===== src/verilog/speed_shape_pkg.sv =====
// Constants and types shared by the speed limit and ramp logic
package speed_shape_pkg;

  // ***************************************************************
  // Widths
  // ***************************************************************
  localparam int PCT_W  = 7;
  localparam int RAMP_W = 8;
  localparam int POT_W  = 8;

  typedef logic [PCT_W-1:0]  pct_t;
  typedef logic [RAMP_W-1:0] ramp_t;
  typedef logic [POT_W-1:0]  pot_t;

  // ***************************************************************
  // Scale and reset values
  // ***************************************************************
  localparam pct_t FULL_PCT  = 7'h64;
  localparam pct_t ZERO_PCT  = 7'h00;
  localparam ramp_t RAMP_ZERO = 8'h00;

  // ***************************************************************
  // Timing
  // ***************************************************************
  localparam int CLK_PERIOD_NS = 50;
  localparam int RAMP_UNIT_MS  = 100;
  // A ramp unit spans one full scale sweep of 100 one-percent steps
  localparam int STEP_TIME_US  = RAMP_UNIT_MS * 1000 / 100;
  localparam int STEP_CYCLES   = STEP_TIME_US * 1000 / CLK_PERIOD_NS;

  // ***************************************************************
  // Ramp state machine
  // ***************************************************************
  typedef enum logic [2:0] {
    RAMP_HOLD  = 3'b001,
    RAMP_UP    = 3'b010,
    RAMP_DOWN  = 3'b100
  } ramp_state_t;

endpackage


===== src/verilog/speed_limit_if.sv =====
// Carrier between the limit selector and the ramp top
`timescale 1ns/1ns
interface speed_limit_if;
  import speed_shape_pkg::*;

  logic fast_sel;
  pct_t limit_pct;

  modport selector (output fast_sel, output limit_pct);
  modport user     (input  fast_sel, input  limit_pct);
endinterface


===== src/verilog/speed_limit_ramp_select.sv =====
// Speed setpoint shaping: forward limit and direction-aware ramps
`timescale 1ns/1ns
module speed_limit_ramp_select #(
  parameter int STEP_CYCLES = speed_shape_pkg::STEP_CYCLES
) (
  // Clock and reset
  input  wire logic                  clk_in,
  input  wire logic                  resetn_in,
  // Ramp times, 100 ms units
  input  wire speed_shape_pkg::ramp_t fwd_accel_fast_in,
  input  wire speed_shape_pkg::ramp_t fwd_accel_slow_in,
  input  wire speed_shape_pkg::ramp_t fwd_decel_fast_in,
  input  wire speed_shape_pkg::ramp_t fwd_decel_slow_in,
  input  wire speed_shape_pkg::ramp_t rev_accel_fast_in,
  input  wire speed_shape_pkg::ramp_t rev_accel_slow_in,
  input  wire speed_shape_pkg::ramp_t rev_decel_fast_in,
  input  wire speed_shape_pkg::ramp_t rev_decel_slow_in,
  // Forward speed limits, percent
  input  wire speed_shape_pkg::pct_t  max_fwd_fast_in,
  input  wire speed_shape_pkg::pct_t  max_fwd_slow_in,
  input  wire speed_shape_pkg::pct_t  min_fwd_fast_in,
  input  wire speed_shape_pkg::pct_t  min_fwd_slow_in,
  // Operator switches and potentiometer
  input  wire logic                  selector_present_in,
  input  wire logic                  selector_fast_in,
  input  wire logic                  pot_enable_in,
  input  wire logic                  pot_valid_in,
  input  wire speed_shape_pkg::pot_t  pot_position_in,
  // Throttle demand
  input  wire logic                  demand_rev_in,
  input  wire speed_shape_pkg::pct_t  demand_pct_in,
  // Drive setpoint and status
  output logic                       speed_rev_out,
  output speed_shape_pkg::pct_t      speed_pct_out,
  output speed_shape_pkg::pct_t      limit_pct_out,
  output logic                       fast_sel_out,
  output logic                       at_target_out
);
  import speed_shape_pkg::*;

  // Divider width covers step periods up to 65536 clocks
  localparam logic [15:0] STEP_LAST = 16'(STEP_CYCLES - 1);

  speed_limit_if lim ();

  // ***************************************************************
  // Limit selection
  // ***************************************************************
  speed_limit_select u_limit (
    .clk_in              (clk_in),
    .resetn_in           (resetn_in),
    .max_fast_in         (max_fwd_fast_in),
    .max_slow_in         (max_fwd_slow_in),
    .min_fast_in         (min_fwd_fast_in),
    .min_slow_in         (min_fwd_slow_in),
    .selector_present_in (selector_present_in),
    .selector_fast_in    (selector_fast_in),
    .pot_enable_in       (pot_enable_in),
    .pot_valid_in        (pot_valid_in),
    .pot_position_in     (pot_position_in),
    .lim                 (lim)
  );

  // ***************************************************************
  // Target and ramp time selection
  // ***************************************************************
  pct_t        target_pct;
  ramp_t       ramp_time;
  ramp_state_t state_next;
  logic        dir_change;
  logic        rev_reg;
  pct_t        pct_reg;
  ramp_state_t state_reg;
  logic [15:0] div_reg;
  ramp_t       step_reg;
  logic        tick;
  logic        step_due;
  logic        flip_now;

  function automatic pct_t cap_pct(input pct_t v, input pct_t top);
    cap_pct = (v > top) ? top : v;
  endfunction

  function automatic ramp_t pick_time(input logic fast, input ramp_t f, input ramp_t s);
    pick_time = fast ? f : s;
  endfunction

  // Reverse limits live elsewhere; reverse is only held to full scale here
  assign target_pct = demand_rev_in ? cap_pct(demand_pct_in, FULL_PCT)
                                    : cap_pct(demand_pct_in, lim.limit_pct);

  // ***************************************************************
  // Direction handling
  // ***************************************************************
  // Opposite demand must first brake the current direction to standstill
  assign dir_change = (demand_rev_in != rev_reg) && (pct_reg != ZERO_PCT);
  // At standstill the new direction is taken first, so no step lands
  // in the cycle in which the direction turns
  assign flip_now   = (demand_rev_in != rev_reg) && (pct_reg == ZERO_PCT);

  always_comb begin
    if (dir_change || target_pct < pct_reg) begin
      state_next = RAMP_DOWN;
    end else if (target_pct > pct_reg) begin
      state_next = RAMP_UP;
    end else begin
      state_next = RAMP_HOLD;
    end
  end

  always_comb begin
    // Hold needs no time; its step count stays parked at zero
    ramp_time = RAMP_ZERO;
    unique case (state_reg)
      RAMP_UP:   ramp_time = rev_reg
                   ? pick_time(lim.fast_sel, rev_accel_fast_in, rev_accel_slow_in)
                   : pick_time(lim.fast_sel, fwd_accel_fast_in, fwd_accel_slow_in);
      RAMP_DOWN: ramp_time = rev_reg
                   ? pick_time(lim.fast_sel, rev_decel_fast_in, rev_decel_slow_in)
                   : pick_time(lim.fast_sel, fwd_decel_fast_in, fwd_decel_slow_in);
      RAMP_HOLD: ramp_time = RAMP_ZERO;
    endcase
  end

  // ***************************************************************
  // One percent step timer
  // ***************************************************************
  // Free-running divider: the first step of a ramp may come up to one tick early
  assign tick     = (div_reg == STEP_LAST);
  // A ramp time of T moves one percent every T+1 step periods
  assign step_due = tick && (step_reg >= ramp_time);

  always_ff @(posedge clk_in or negedge resetn_in) begin
    if (!resetn_in) begin
      div_reg <= 16'h0000;
    end else begin
      div_reg <= tick ? 16'h0000 : div_reg + 16'h0001;
    end
  end

  // Restart the step count on a change of ramp kind so times do not blend
  always_ff @(posedge clk_in or negedge resetn_in) begin
    if (!resetn_in) begin
      step_reg <= RAMP_ZERO;
    end else if (state_next != state_reg || step_due) begin
      step_reg <= RAMP_ZERO;
    end else if (tick && state_reg != RAMP_HOLD) begin
      step_reg <= step_reg + 8'h01;
    end
  end

  always_ff @(posedge clk_in or negedge resetn_in) begin
    if (!resetn_in) begin
      state_reg <= RAMP_HOLD;
    end else begin
      state_reg <= state_next;
    end
  end

  // ***************************************************************
  // Speed setpoint
  // ***************************************************************
  // Direction only turns at standstill
  always_ff @(posedge clk_in or negedge resetn_in) begin
    if (!resetn_in) begin
      rev_reg <= 1'b0;
    end else if (flip_now) begin
      rev_reg <= demand_rev_in;
    end
  end

  // A step waits while the direction turns
  always_ff @(posedge clk_in or negedge resetn_in) begin
    if (!resetn_in) begin
      pct_reg <= ZERO_PCT;
    end else if (step_due && state_next == state_reg && !flip_now) begin
      unique case (state_reg)
        RAMP_UP:   pct_reg <= pct_reg + 7'h01;
        RAMP_DOWN: pct_reg <= pct_reg - 7'h01;
        RAMP_HOLD: pct_reg <= pct_reg;
      endcase
    end
  end

  // ***************************************************************
  // Output registers
  // ***************************************************************
  always_ff @(posedge clk_in or negedge resetn_in) begin
    if (!resetn_in) begin
      speed_rev_out <= 1'b0;
      speed_pct_out <= ZERO_PCT;
    end else begin
      speed_rev_out <= rev_reg;
      speed_pct_out <= pct_reg;
    end
  end

  // Limit and fast-select status follow the limit pipe one flop later; at_target_out comes from the ramp state
  always_ff @(posedge clk_in or negedge resetn_in) begin
    if (!resetn_in) begin
      limit_pct_out <= ZERO_PCT;
      fast_sel_out  <= 1'b1;
      at_target_out <= 1'b1;
    end else begin
      limit_pct_out <= lim.limit_pct;
      fast_sel_out  <= lim.fast_sel;
      // Held low while the direction turns so it never leads speed_rev_out
      at_target_out <= (state_next == RAMP_HOLD) && !flip_now;
    end
  end

endmodule


===== src/verilog/speed_limit_select.sv =====
// Forward speed limit selection: max, min and potentiometer blend
`timescale 1ns/1ns
module speed_limit_select (
  input  wire logic                 clk_in,
  input  wire logic                 resetn_in,
  // Settings
  input  wire speed_shape_pkg::pct_t max_fast_in,
  input  wire speed_shape_pkg::pct_t max_slow_in,
  input  wire speed_shape_pkg::pct_t min_fast_in,
  input  wire speed_shape_pkg::pct_t min_slow_in,
  // Switches and potentiometer
  input  wire logic                 selector_present_in,
  input  wire logic                 selector_fast_in,
  input  wire logic                 pot_enable_in,
  input  wire logic                 pot_valid_in,
  input  wire speed_shape_pkg::pot_t pot_position_in,
  // Result
  speed_limit_if.selector           lim
);
  import speed_shape_pkg::*;

  typedef logic [PCT_W+POT_W:0] prod_t;

  logic  fast_sel;
  pct_t  max_pct;
  pct_t  min_pct;
  pct_t  limit_next;
  prod_t span_prod;

  function automatic pct_t clamp_pct(input pct_t v, input pct_t top);
    clamp_pct = (v > top) ? top : v;
  endfunction

  // No selector fitted means the fast set alone applies
  assign fast_sel = !selector_present_in || selector_fast_in;
  assign max_pct  = clamp_pct(fast_sel ? max_fast_in : max_slow_in, FULL_PCT);
  // Minimum never above the matching maximum
  assign min_pct  = clamp_pct(fast_sel ? min_fast_in : min_slow_in, max_pct);

  // Positions 128 to 255 get one added, so 255 acts as 256 and the fast end reaches the max exactly
  assign span_prod = prod_t'(max_pct - min_pct) *
                     (prod_t'(pot_position_in) + prod_t'(pot_position_in[POT_W-1]));

  always_comb begin
    if (!pot_enable_in) begin
      limit_next = max_pct;
    end else if (!pot_valid_in) begin
      limit_next = min_pct;
    end else begin
      // Position 0 is the slow end and yields the minimum
      limit_next = min_pct + span_prod[PCT_W+POT_W-1:POT_W];
    end
  end

  always_ff @(posedge clk_in or negedge resetn_in) begin
    if (!resetn_in) begin
      lim.limit_pct <= ZERO_PCT;
      lim.fast_sel  <= 1'b1;
    end else begin
      lim.limit_pct <= limit_next;
      lim.fast_sel  <= fast_sel;
    end
  end

endmodule


===== config.mk =====
export PLATFORM = sky130hd
export DESIGN_NAME = speed_limit_ramp_select
export DESIGN_NICKNAME = d
export VERILOG_FILES = /design/src/verilog/speed_shape_pkg.sv /design/src/verilog/speed_limit_if.sv /design/src/verilog/speed_limit_ramp_select.sv /design/src/verilog/speed_limit_select.sv
export SDC_FILE = /design/constraint.sdc
export NUM_CORES = 1
export LEC_CHECK = 0
export BUFFER_PORTS_ARGS = -buffer_cell sky130_fd_sc_hd__buf_4
export CAP_MARGIN = 20
export CORE_AREA = 4 4 126 128
export DETAILED_ROUTE_END_ITERATION = 8
export DIE_AREA = 0 0 130 132
export PLACE_DENSITY = 0.81
export SLEW_MARGIN = 10
export SYNTH_ARGS = -nofsm -noshare
export SYNTH_HDL_FRONTEND = slang
export SYNTH_SLANG_ARGS = --single-unit

===== constraint.sdc =====
create_clock -name clk_in -period 6.52 [get_ports clk_in]
set_input_delay 0.652 -clock clk_in [delete_from_list [all_inputs] [get_ports clk_in]]
set_output_delay 0.652 -clock clk_in [all_outputs]
set_load 0.005 [all_outputs]

== Yosys cells after proc, flatten, opt, wreduce, memory -nomap -nowiden ==
Cells that the tools add are included.

* Reduce and logical (&&, ||, !) cells: 16
* $add $sub $neg: 7
* Multiplexer cells: 22
* Bitwise logic cells: 1
* $lt $le $gt $ge: 7
* Eq/ne operators: 9
* $mul: 1

{| class="wikitable"
|+ Operator list
! kind !! count
|-
| two-way mux 8 bit || 8
|-
| two-way mux 7 bit || 9
|-
| one-hot mux 8 bit (3 select lines) || 1
|-
| greater-than comparator 7 bit || 3
|-
| adder 16 x 1 -> 16 bit, second input constant || 1
|-
| equality test 16 x 15 -> 1 bit, second input constant || 1
|-
| multiplier 16 x 16 -> 15 bit || 1
|-
| two-way mux 16 bit || 1
|-
| greater-than comparator 7 bit, second input constant || 2
|-
| one-hot mux 7 bit (2 select lines) || 1
|-
| adder 8 x 1 -> 9 bit || 1
|-
| adder 8 x 1 -> 8 bit, second input constant || 1
|-
| >= comparator 8 bit || 1
|-
| subtractor 7 x 7 -> 8 bit || 1
|-
| adder 7 x 1 -> 7 bit, second input constant || 1
|-
| adder 7 bit || 1
|-
| logical AND 1 bit || 7
|-
| zero test 7 bit || 1
|-
| less-than comparator 7 bit || 1
|-
| nonzero test 7 bit || 1
|-
| subtractor 7 x 1 -> 7 bit, second input constant || 1
|-
| equality test 3 x 1 -> 1 bit, second input constant || 2
|-
| equality test 3 x 2 -> 1 bit, second input constant || 1
|-
| equality test 3 bit || 1
|-
| other kinds (11) || 14
|}

* Bits of input ports: 114
* Output and inout port bits: 17
* Register bits: 60

== Logic depth before layout (Yosys ltp) ==
Gate-level depths: netlist of the first run.

* Depth after elaboration: 12
* Gate-level depth with buffers: 46

== By module ==
A second synthesis of the first run with hierarchy kept.

* Cell total of the unflattened synthesis: 746
* Area, all modules: 6964.2 um^2

{| class="wikitable"
|+ By module, submodules not included
! module !! cells each !! times used !! area an instance (um^2)
|-
| speed_limit_select || 440 || 1 || 3580.9
|-
| speed_limit_ramp_select || 306 || 1 || 3383.2
|}

== Worst setup path after synthesis of the first run ==
OpenSTA, ideal clock, no wires.

* Path kind: input port to flip-flop
* Start: input port max_fwd_slow_in[3]
* End: register u_limit.lim.limit_pct[6]
* Setup slack: -3.766 ns
* Library setup time: 0.082 ns
* Required time: 6.438 ns
* Path buffers: 0
* Stages on the path: 42
* Data arrival time: 10.205 ns
* Path through: or4b_2 -> o31ai_1 -> a211oi_1 -> or2_2 -> ha_1 -> nor2b_1 -> o21ai_0 -> a21oi_1 -> o31ai_2 -> mux2i_1 -> ha_1 -> inv_1 -> fa_1 -> a21oi_1 -> inv_1 -> a21oi_1 -> xor2_1 -> nor2_1 -> (+6 left out) -> fa_1 -> inv_1 -> ha_1 -> or4_1 -> a21oi_1 -> nor2_1 -> a21oi_1 -> o21ai_0 -> nor2b_1 -> ha_1 -> o21ai_0 -> a21oi_1 -> o21a_1 -> or3_1 -> a21o_1 -> o211a_1 -> or3_1 -> a31oi_1

* Longest elaborated chain between the ends: 10

{| class="wikitable"
|+ Ends and longest elaborated chain
! what !! RTL line !! source
|-
| start, declared || speed_limit_ramp_select.sv:20 || <nowiki>input wire speed_shape_pkg::pct_t max_fwd_slow_in,</nowiki>
|-
| two-way mux 7 bit * || speed_limit_select.sv:36 || <nowiki>assign max_pct = clamp_pct(fast_sel ? max_fast_in : max_slow_in, FULL_PCT);</nowiki>
|-
| greater-than comparator 7 bit || speed_limit_select.sv:31 || <nowiki>clamp_pct = (v > top) ? top : v;</nowiki>
|-
| two-way mux 7 bit * || speed_limit_select.sv:31 ||
|-
| greater-than comparator 7 bit || speed_limit_select.sv:31 ||
|-
| two-way mux 7 bit || speed_limit_select.sv:31 ||
|-
| subtractor 7 x 7 -> 8 bit || speed_limit_select.sv:41 || <nowiki>assign span_prod = prod_t'(max_pct - min_pct) *</nowiki>
|-
| multiplier 16 x 16 -> 15 bit || speed_limit_select.sv:41 ||
|-
| adder 7 bit || speed_limit_select.sv:51 || <nowiki>limit_next = min_pct + span_prod[PCT_W+POT_W-1:POT_W];</nowiki>
|-
| two-way mux 7 bit || speed_limit_select.sv:47 || <nowiki>end else if (!pot_valid_in) begin</nowiki>
|-
| two-way mux 7 bit * || speed_limit_select.sv:45 || <nowiki>if (!pot_enable_in) begin</nowiki>
|-
| named net u_limit.limit_next[6] || speed_limit_select.sv:27 || <nowiki>pct_t limit_next;</nowiki>
|-
| end signal, assigned || speed_limit_select.sv:60 || <nowiki>lim.limit_pct <= limit_next;</nowiki>
|-
| end, declared || speed_limit_if.sv:9 || <nowiki>modport selector (output fast_sel, output limit_pct);</nowiki>
|}

The timed path passes the listed nets; every way through them passes the cells marked *.
A chain may end at the register's enable or synchronous reset.

== Final worst setup path of the first run ==
* Start: input port selector_present_in
* End: register u_limit.lim.limit_pct[6]

* Longest elaborated chain between the ends: 12

{| class="wikitable"
|+ Ends and longest elaborated chain
! what !! RTL line !! source
|-
| start, declared || speed_limit_ramp_select.sv:24 || <nowiki>input wire logic selector_present_in,</nowiki>
|-
| zero test 1 bit * || speed_limit_select.sv:35 || <nowiki>assign fast_sel = !selector_present_in || selector_fast_in;</nowiki>
|-
| logical OR 1 bit * || speed_limit_select.sv:35 ||
|-
| two-way mux 7 bit || speed_limit_select.sv:36 ||
|-
| greater-than comparator 7 bit || speed_limit_select.sv:31 ||
|-
| two-way mux 7 bit || speed_limit_select.sv:31 ||
|-
| greater-than comparator 7 bit || speed_limit_select.sv:31 ||
|-
| two-way mux 7 bit || speed_limit_select.sv:31 ||
|-
| subtractor 7 x 7 -> 8 bit || speed_limit_select.sv:41 ||
|-
| multiplier 16 x 16 -> 15 bit || speed_limit_select.sv:41 ||
|-
| adder 7 bit || speed_limit_select.sv:51 ||
|-
| two-way mux 7 bit || speed_limit_select.sv:47 ||
|-
| two-way mux 7 bit * || speed_limit_select.sv:45 ||
|-
| named net u_limit.limit_next[6] || speed_limit_select.sv:27 ||
|}

Marked as above.

==> results of run 1 <==
## critical path, delay by kind of cell
| family | cells | cell delay [ps] |
|---|---|---|
| AOI/OAI and AO/OA | 18 | 3030 |
| adders and majority gates | 8 | 2930 |
| buffers and inverters | 12 | 1130 |
| muxes | 1 | 190 |
| and+or+nand+nor | 9 | 2000 |
## placed cells by master, fill, tap and decap left out, types with 6 or more instances in the layout
| cell | n |
|---|---|
| nand2b_1 | 10 |
| a21o_1 | 16 |
| mux2i_1 | 18 |
| o21ai_1 | 8 |
| a22oi_1 | 9 |
| nor3_1 | 6 |
| buf_6 | 14 |
| clkbuf_16 | 9 |
| a21oi_1 | 10 |
| buf_4 | 261 |
| nor2_1 | 75 |
| xor2_1 | 21 |
| o21a_1 | 7 |
| fa_1 | 55 |
| nand4_1 | 9 |
| nand3_1 | 21 |
| a2bb2oi_1 | 6 |
| a21oi_2 | 6 |
| and2_1 | 6 |
| inv_2 | 7 |
| o21ai_0 | 6 |
| dfrtp_1 | 56 |
| nand2_1 | 48 |
| mux4_2 | 16 |
| xnor2_2 | 7 |
| nor2b_1 | 10 |
| inv_1 | 118 |
| ha_1 | 62 |
| xnor2_1 | 26 |
## worst min path at each step
stage	to	startpoint	slack, ps
2_1_floorplan	fast_sel_out	u_limit.lim.fast_sel	350
3_3_place_gp	limit_pct_out[1]	u_limit.lim.limit_pct[1]	360
3_5_place_dp	limit_pct_out[4]	u_limit.lim.limit_pct[4]	370
4_1_cts	limit_pct_out[4]	u_limit.lim.limit_pct[4]	390
5_1_grt	limit_pct_out[1]	u_limit.lim.limit_pct[1]	400
6_report	pct_reg[4]	resetn_in	390
## stage by stage
| step | area, um2 | utilization | TNS [ps] | hold WS, ps | setup slack [ps] |
|---|---|---|---|---|---|
| after floorplan | 7510 | - | -13910 | 353 | -2970 |
| after global placement | 9620 | 0.647 | -16590 | 363 | -3070 |
| after detailed placement | 9620 | 0.647 | -18840 | 371 | -3420 |
| after CTS | 10100 | 0.681 | -14540 | 391 | -2780 |
| after global routing | 10500 | 0.704 | -19260 | 399 | -3440 |
| final | 10500 | 0.704 | -17500 | 386 | -3160 |
## area by class of cell
type,count,area share
multi-input cells,576,0.553
repair buffers,277,0.206
flip-flops and latches,60,0.144
inverters,126,0.0457
clock buffers,15,0.0266
well taps,188,0.0225
clock inverters,1,0.00287
## timing repair
action	in CTS	in global routing
pin swaps	31	43
gates cloned	0	0
hold endpoints to repair	0	0
setup buffers	9	12
resized for setup	26	55
endpoints found under the setup margin	7	7
## cell families (layout without fill, tap and decap cells)
| group | Yosys count | after routing | synth area share |
|---|---|---|---|
| flip-flops | 60 | 60 | 0.206 |
| XOR/XNOR | 58 | 58 | 0.0715 |
| AO/OA/AOI/OAI | 108 | 108 | 0.113 |
| multiplexers | 45 | 45 | 0.0922 |
| adder cells (fa/ha/maj) | 127 | 127 | 0.276 |
| AND/OR/NAND/NOR | 238 | 238 | 0.168 |
| buffers and inverters | 137 | 419 | 0.0735 |
## routing by layer
layer	wire length, um	up-vias	part of all wire
li1	-	3163	-
met1	8120	3327	0.37
met4	932	0	0.042
met3	1390	87	0.063
met5	0	-	0
met2	11500	297	0.52
==> results.md, run 1 <==
* Number of remaining DRC errors at 0
* Min Tclk post-route at 9680 ps
* Top cells by count, synth: 124 x inv_1, 80 x nor2_1, 70 x ha_1
* Finished Layout Cells at 1,243
* Cell count after synthesis at 773
* Die Y at 132 um
* Worst skew pair latency at 330 ps
* Max clock buf depth at 2
* Total GRT Usage at 0.231
* Syn_nets at 1,014
* Vias per inst at 5.53
* Area Growth Syn to Fin at 43.0%
* CTS root buf: clkbuf_16
* Top Usage Layer GRT: met2
* Multi-input logic area at 5780 um2
* Worst r2r src: u_limit.lim.limit_pct[1]
* Synth top area share at 0.192
* CTS tree: built
* Worst setup startpoint: selector_present_in
* Avg Inst Size Synth at 9.46 um2
* Max reg flops at 16
* Failing checks: negative setup slack
* Largest net degree at the start of global routing at 61
* Async SR Flop Fraction at 1.00
* Fmax achieved at 103 MHz
* M3 GR Usage at 0.0361
* Final max-slew violation count at 0
* Critical Path Source Type: input port
* Final Hold Vio Count at 0
* Slew HR at 0.498
* Setup ws final at -3160 ps
* Flops & latches, synth at 60
* DRT antenna net count at 0
* # rows at 45
* Clk sinks at 60
* Final worst-path cycle share at 1.49
* R2R setup slack at 1670 ps
* Port bufs at 130
* Post-synth EDFFs at 0
* Dominant cells by area after synthesis: dfrtp_1 19%, fa_1 16%, ha_1 12%
* CP peak stage delay at 520 ps
* GPL Wtd Cong at 0.949
* Pre-antenna DRT Iters at 7
* CP Class: in2reg
* Die ar. at 17,200 um2
* Top-count cell post-synth: inv_1
* Vias in the first global route at 7,010
* Clock-pin slew on the worst setup and hold paths at 50 ps
* Post-synthesis cell type count at 75
* Antenna violations before repair at 0
* Leading area contributor after synthesis: dfrtp_1
* Ports at 131
* Grt met2 use at 0.427
* Ant diodes at 0
* Final net count at 1,291
* Worst Skew at 7.36 ps
* First-pass GRT wire length at 32.4 mm
* Storage cell area at 1510 um2
* RR Endpoint: pct_reg[3]
* Die X at 130 um
* Total congestion overflow at 0
* Fillers at 1,010
* CORE AREA at 14,900 um2
* CTS Buf Count at 9
* CP max stage cell: fa_1
* H-tree Lvls at 3
* Via count at 6,874
* Layout cell share with drive strength beyond 1 at 0.403
* Worst Path Required at 6770 ps
* Reg2reg path depth at 18
* # setup viols final at 7
* DP Cell Count at 1,209
* Synth Cell Area at 7320 um2
* Hold_buf cts at 0
* Unrepaired setup endpoints after global routing: yes
* CP Data Arrival Time at 9930 ps
* Final wirelength at 21.9 mm
* Initial drt markers at 450
* Status: finished with violations
* GR met1 Demand/Resource at 0.265
* Max cap viols at 0
* Worst-path maximum fanout at 6
* YS warnings at 0
* Routed WL per cell at 17.7 um
* Ys flop type: dfrtp_1
* CP endpoint: u_limit.lim.limit_pct[6]
* Initial core utilization at 0.492
* Sequential fraction of the synthesis area at 0.206
* Hold crit path type: in2async
* DP Wirelength at 15.8 mm
* Crit end category: flop
* Tightest Pin Transition at 753 ps
Power of run 1 is not shown: default switching activity piles up to over one toggle a cycle in this logic, so the estimate is an artifact.
==> run 2, diff against run 1 <==
--- a/config.mk
+++ b/config.mk
@@ -7,10 +7,10 @@
 export LEC_CHECK = 0
 export BUFFER_PORTS_ARGS = -buffer_cell sky130_fd_sc_hd__buf_4
 export CAP_MARGIN = 20
-export CORE_AREA = 4 4 126 128
+export CORE_AREA = 4 4 123 125
 export DETAILED_ROUTE_END_ITERATION = 8
-export DIE_AREA = 0 0 130 132
-export PLACE_DENSITY = 0.81
+export DIE_AREA = 0 0 127 129
+export PLACE_DENSITY = 0.87
 export SLEW_MARGIN = 10
 export SYNTH_ARGS = -nofsm -noshare
 export SYNTH_HDL_FRONTEND = slang
==> constraint.sdc (replaced) <==
create_clock -name clk_in -period 7.8 [get_ports clk_in]
set_input_delay 0.78 -clock clk_in [delete_from_list [all_inputs] [get_ports clk_in]]
set_output_delay 0.78 -clock clk_in [all_outputs]
set_load 0.005 [all_outputs]
==> results.md, run 2 (synthesized netlist as in run 1, its figures left out) <==
* Hold_buf cts at 0 (unchanged)
* CP Class: in2reg (unchanged)
* Antenna violations before repair at 0 (unchanged)
* Failing checks: negative setup slack (unchanged)
* Critical Path Source Type: input port (unchanged)
* Max reg flops at 16 (unchanged)
* Max cap viols at 0 (unchanged)
* Vias in the first global route at 7,447 (was 7,010)
* Tightest Pin Transition at 774 ps (was 753 ps)
* Worst Skew at 5.09 ps (was 7.36 ps)
* Reg2reg path depth at 18 (unchanged)
* Crit end category: flop (unchanged)
* R2R setup slack at 2960 ps (was 1670 ps)
* Total GRT Usage at 0.270 (was 0.231)
* Area Growth Syn to Fin at 39.6% (was 43.0%)
* Ports at 131 (unchanged)
* Die Y at 129 um (was 132 um)
* Worst skew pair latency at 330 ps (about the same)
* Storage cell area at 1510 um2 (unchanged)
* Most common cell after layout, fill and taps aside: buf_4 (unchanged)
* Fmax achieved at 99.4 MHz
* Most frequent cells in the layout: 236 x buf_4, 116 x inv_1, 77 x nor2_1 (was 261 x buf_4, 118 x inv_1, 75 x nor2_1)
* First-pass GRT wire length at 35.4 mm (was 32.4 mm)
* Total congestion overflow at 0 (unchanged)
* Die X at 127 um (was 130 um)
* RR Endpoint: pct_reg[3] (unchanged)
* Worst r2r src: u_limit.lim.limit_pct[1] (unchanged)
* Clock-pin slew on the worst setup and hold paths at 50 ps (about the same)
* Pre-antenna DRT Iters at 6 (was 7)
* Final worst-path cycle share at 1.29
* # rows at 43 (was 45)
* Ant diodes at 0 (unchanged)
* Critical path's most frequent cell: fa_1
* Initial drt markers at 582 (was 450)
* Fin Hold WS at 387 ps (was 386 ps)
* Final net count at 1,266 (was 1,291)
* Cell area after layout at 10,200 um2 (was 10,500 um2)
* Initial core utilization at 0.527 (was 0.492)
* Worst setup startpoint: selector_fast_in (was selector_present_in)
* H-tree Lvls at 3 (unchanged)
* Slew HR at 0.484 (was 0.498)
* Crit path max-delay family: compound AO/OA/AOI/OAI gates (unchanged)
* Fillers at 863 (was 1,010)
* Hold crit path type: reg2reg (was in2async)
* Final Hold Vio Count at 0 (unchanged)
* Min Tclk post-route at 10,060 ps
* Clk sinks at 60 (unchanged)
* Number of remaining DRC errors at 0 (unchanged)
* CP peak stage delay at 590 ps (was 520 ps)
* Port bufs at 130 (unchanged)
* CORE AREA at 13,900 um2 (was 14,900 um2)
* Unrepaired setup endpoints after global routing: yes (unchanged)
* CTS Buf Count at 9 (unchanged)
* Via count at 7,103 (was 6,874)
* Layout cell share with drive strength beyond 1 at 0.388 (was 0.403)
* Worst path depth at 42 (was 48)
* GPL Wtd Cong at 0.872 (was 0.949)
* Max clock buf depth at 2 (unchanged)
* CP max stage cell: or4b_4 (was fa_1)
* Buf/Inv on CP at 7 (was 12)
* Die ar. at 16,400 um2 (was 17,200 um2)
* CP endpoint: u_limit.lim.limit_pct[6] (unchanged)
* CTS root buf: clkbuf_16 (unchanged)
* Final wirelength at 24.0 mm (was 21.9 mm)
* DP Cell Count at 1,179 (was 1,209)
* # setup viols final at 7 (unchanged)
* Routed WL per cell at 19.8 um (was 17.7 um)
* DRT antenna net count at 0 (unchanged)
* Setup ws final at -2260 ps (was -3160 ps)
* CP Data Arrival Time at 10,300 ps (was 9930 ps)
* Largest net degree at the start of global routing at 61 (unchanged)
* Status: finished with violations (unchanged)
* Vias per inst at 5.87 (was 5.53)
* Multi-input logic area at 5770 um2 (was 5780 um2)
* DP Wirelength at 15.8 mm (about the same)
* Final max-slew violation count at 0 (unchanged)
* Worst-path maximum fanout at 5 (was 6)
* Area after DPL at 9440 um2 (was 9620 um2)
* Finished Layout Cells at 1,210 (was 1,243)
* Worst Path Required at 8040 ps (was 6770 ps)
* CTS tree: built (unchanged)
==> run 2: how the worst min path moves through the flow <==
stage                                        start          endpoint  depth (start not counted)
after floorplan               u_limit.lim.fast_sel      fast_sel_out                          0
after global placement    u_limit.lim.limit_pct[2]  limit_pct_out[2]                          0
after detailed placement  u_limit.lim.limit_pct[1]  limit_pct_out[1]                          0
after CTS                 u_limit.lim.limit_pct[1]  limit_pct_out[1]                          0
after global routing      u_limit.lim.limit_pct[2]  limit_pct_out[2]                          0
final                     u_limit.lim.limit_pct[2]  limit_pct_out[2]                          0
==> run 2: per-stage QoR <==
step | setup slack [ps] | util | setup TNS [ps]
after floorplan | -1820 | - | -6040
after global placement | -1970 | 0.680 | -8860
after detailed placement | -2300 | 0.680 | -10700
after CTS | -1640 | 0.723 | -5980
after global routing | -2450 | 0.736 | -11570
final | -2260 | 0.736 | -10030
==> run 2: layout make-up <==
class / count / share of cell area
clock inverters: 3 / 0.00147
clock buffers: 13 / 0.0245
flip-flops and latches: 60 / 0.147
inverters: 126 / 0.0468
well taps: 180 / 0.0221
repair buffers: 252 / 0.192
multi-input cells: 576 / 0.565
==> run 2: what timing repair did <==
item | CTS | global route
buffers inserted | 12 | 5
setup endpoints to repair | 7 | 7
resized for setup | 43 | 35
pin swaps | 27 | 15
==> run 2: per-layer routing <==
layer | share of wire | GRT usage | vias up
met5 | 0 | 0 | -
met2 | 0.50 | 0.501 | 418
met3 | 0.086 | 0.0614 | 160
met4 | 0.078 | 0.156 | 0
met1 | 0.33 | 0.279 | 3418
li1 | - | - | 3107
==> run 2: worst register-to-register path, cell delays in order, from the launching register on <==
cell	delay [ps]
dfrtp_1	350
inv_1	60
ha_1	280
nor2b_1	140
o21a_1	140
o21a_1	110
o21a_1	130
o21a_1	130
o21ai_0	100
a211oi_2	590
mux2_2	420
ha_1	300
nand4_1	150
nor2_1	90
or4b_2	650
mux2i_4	200
nand4_4	130
nor3_4	410
mux2_4	350
Power of run 2 is left out for the same reason.
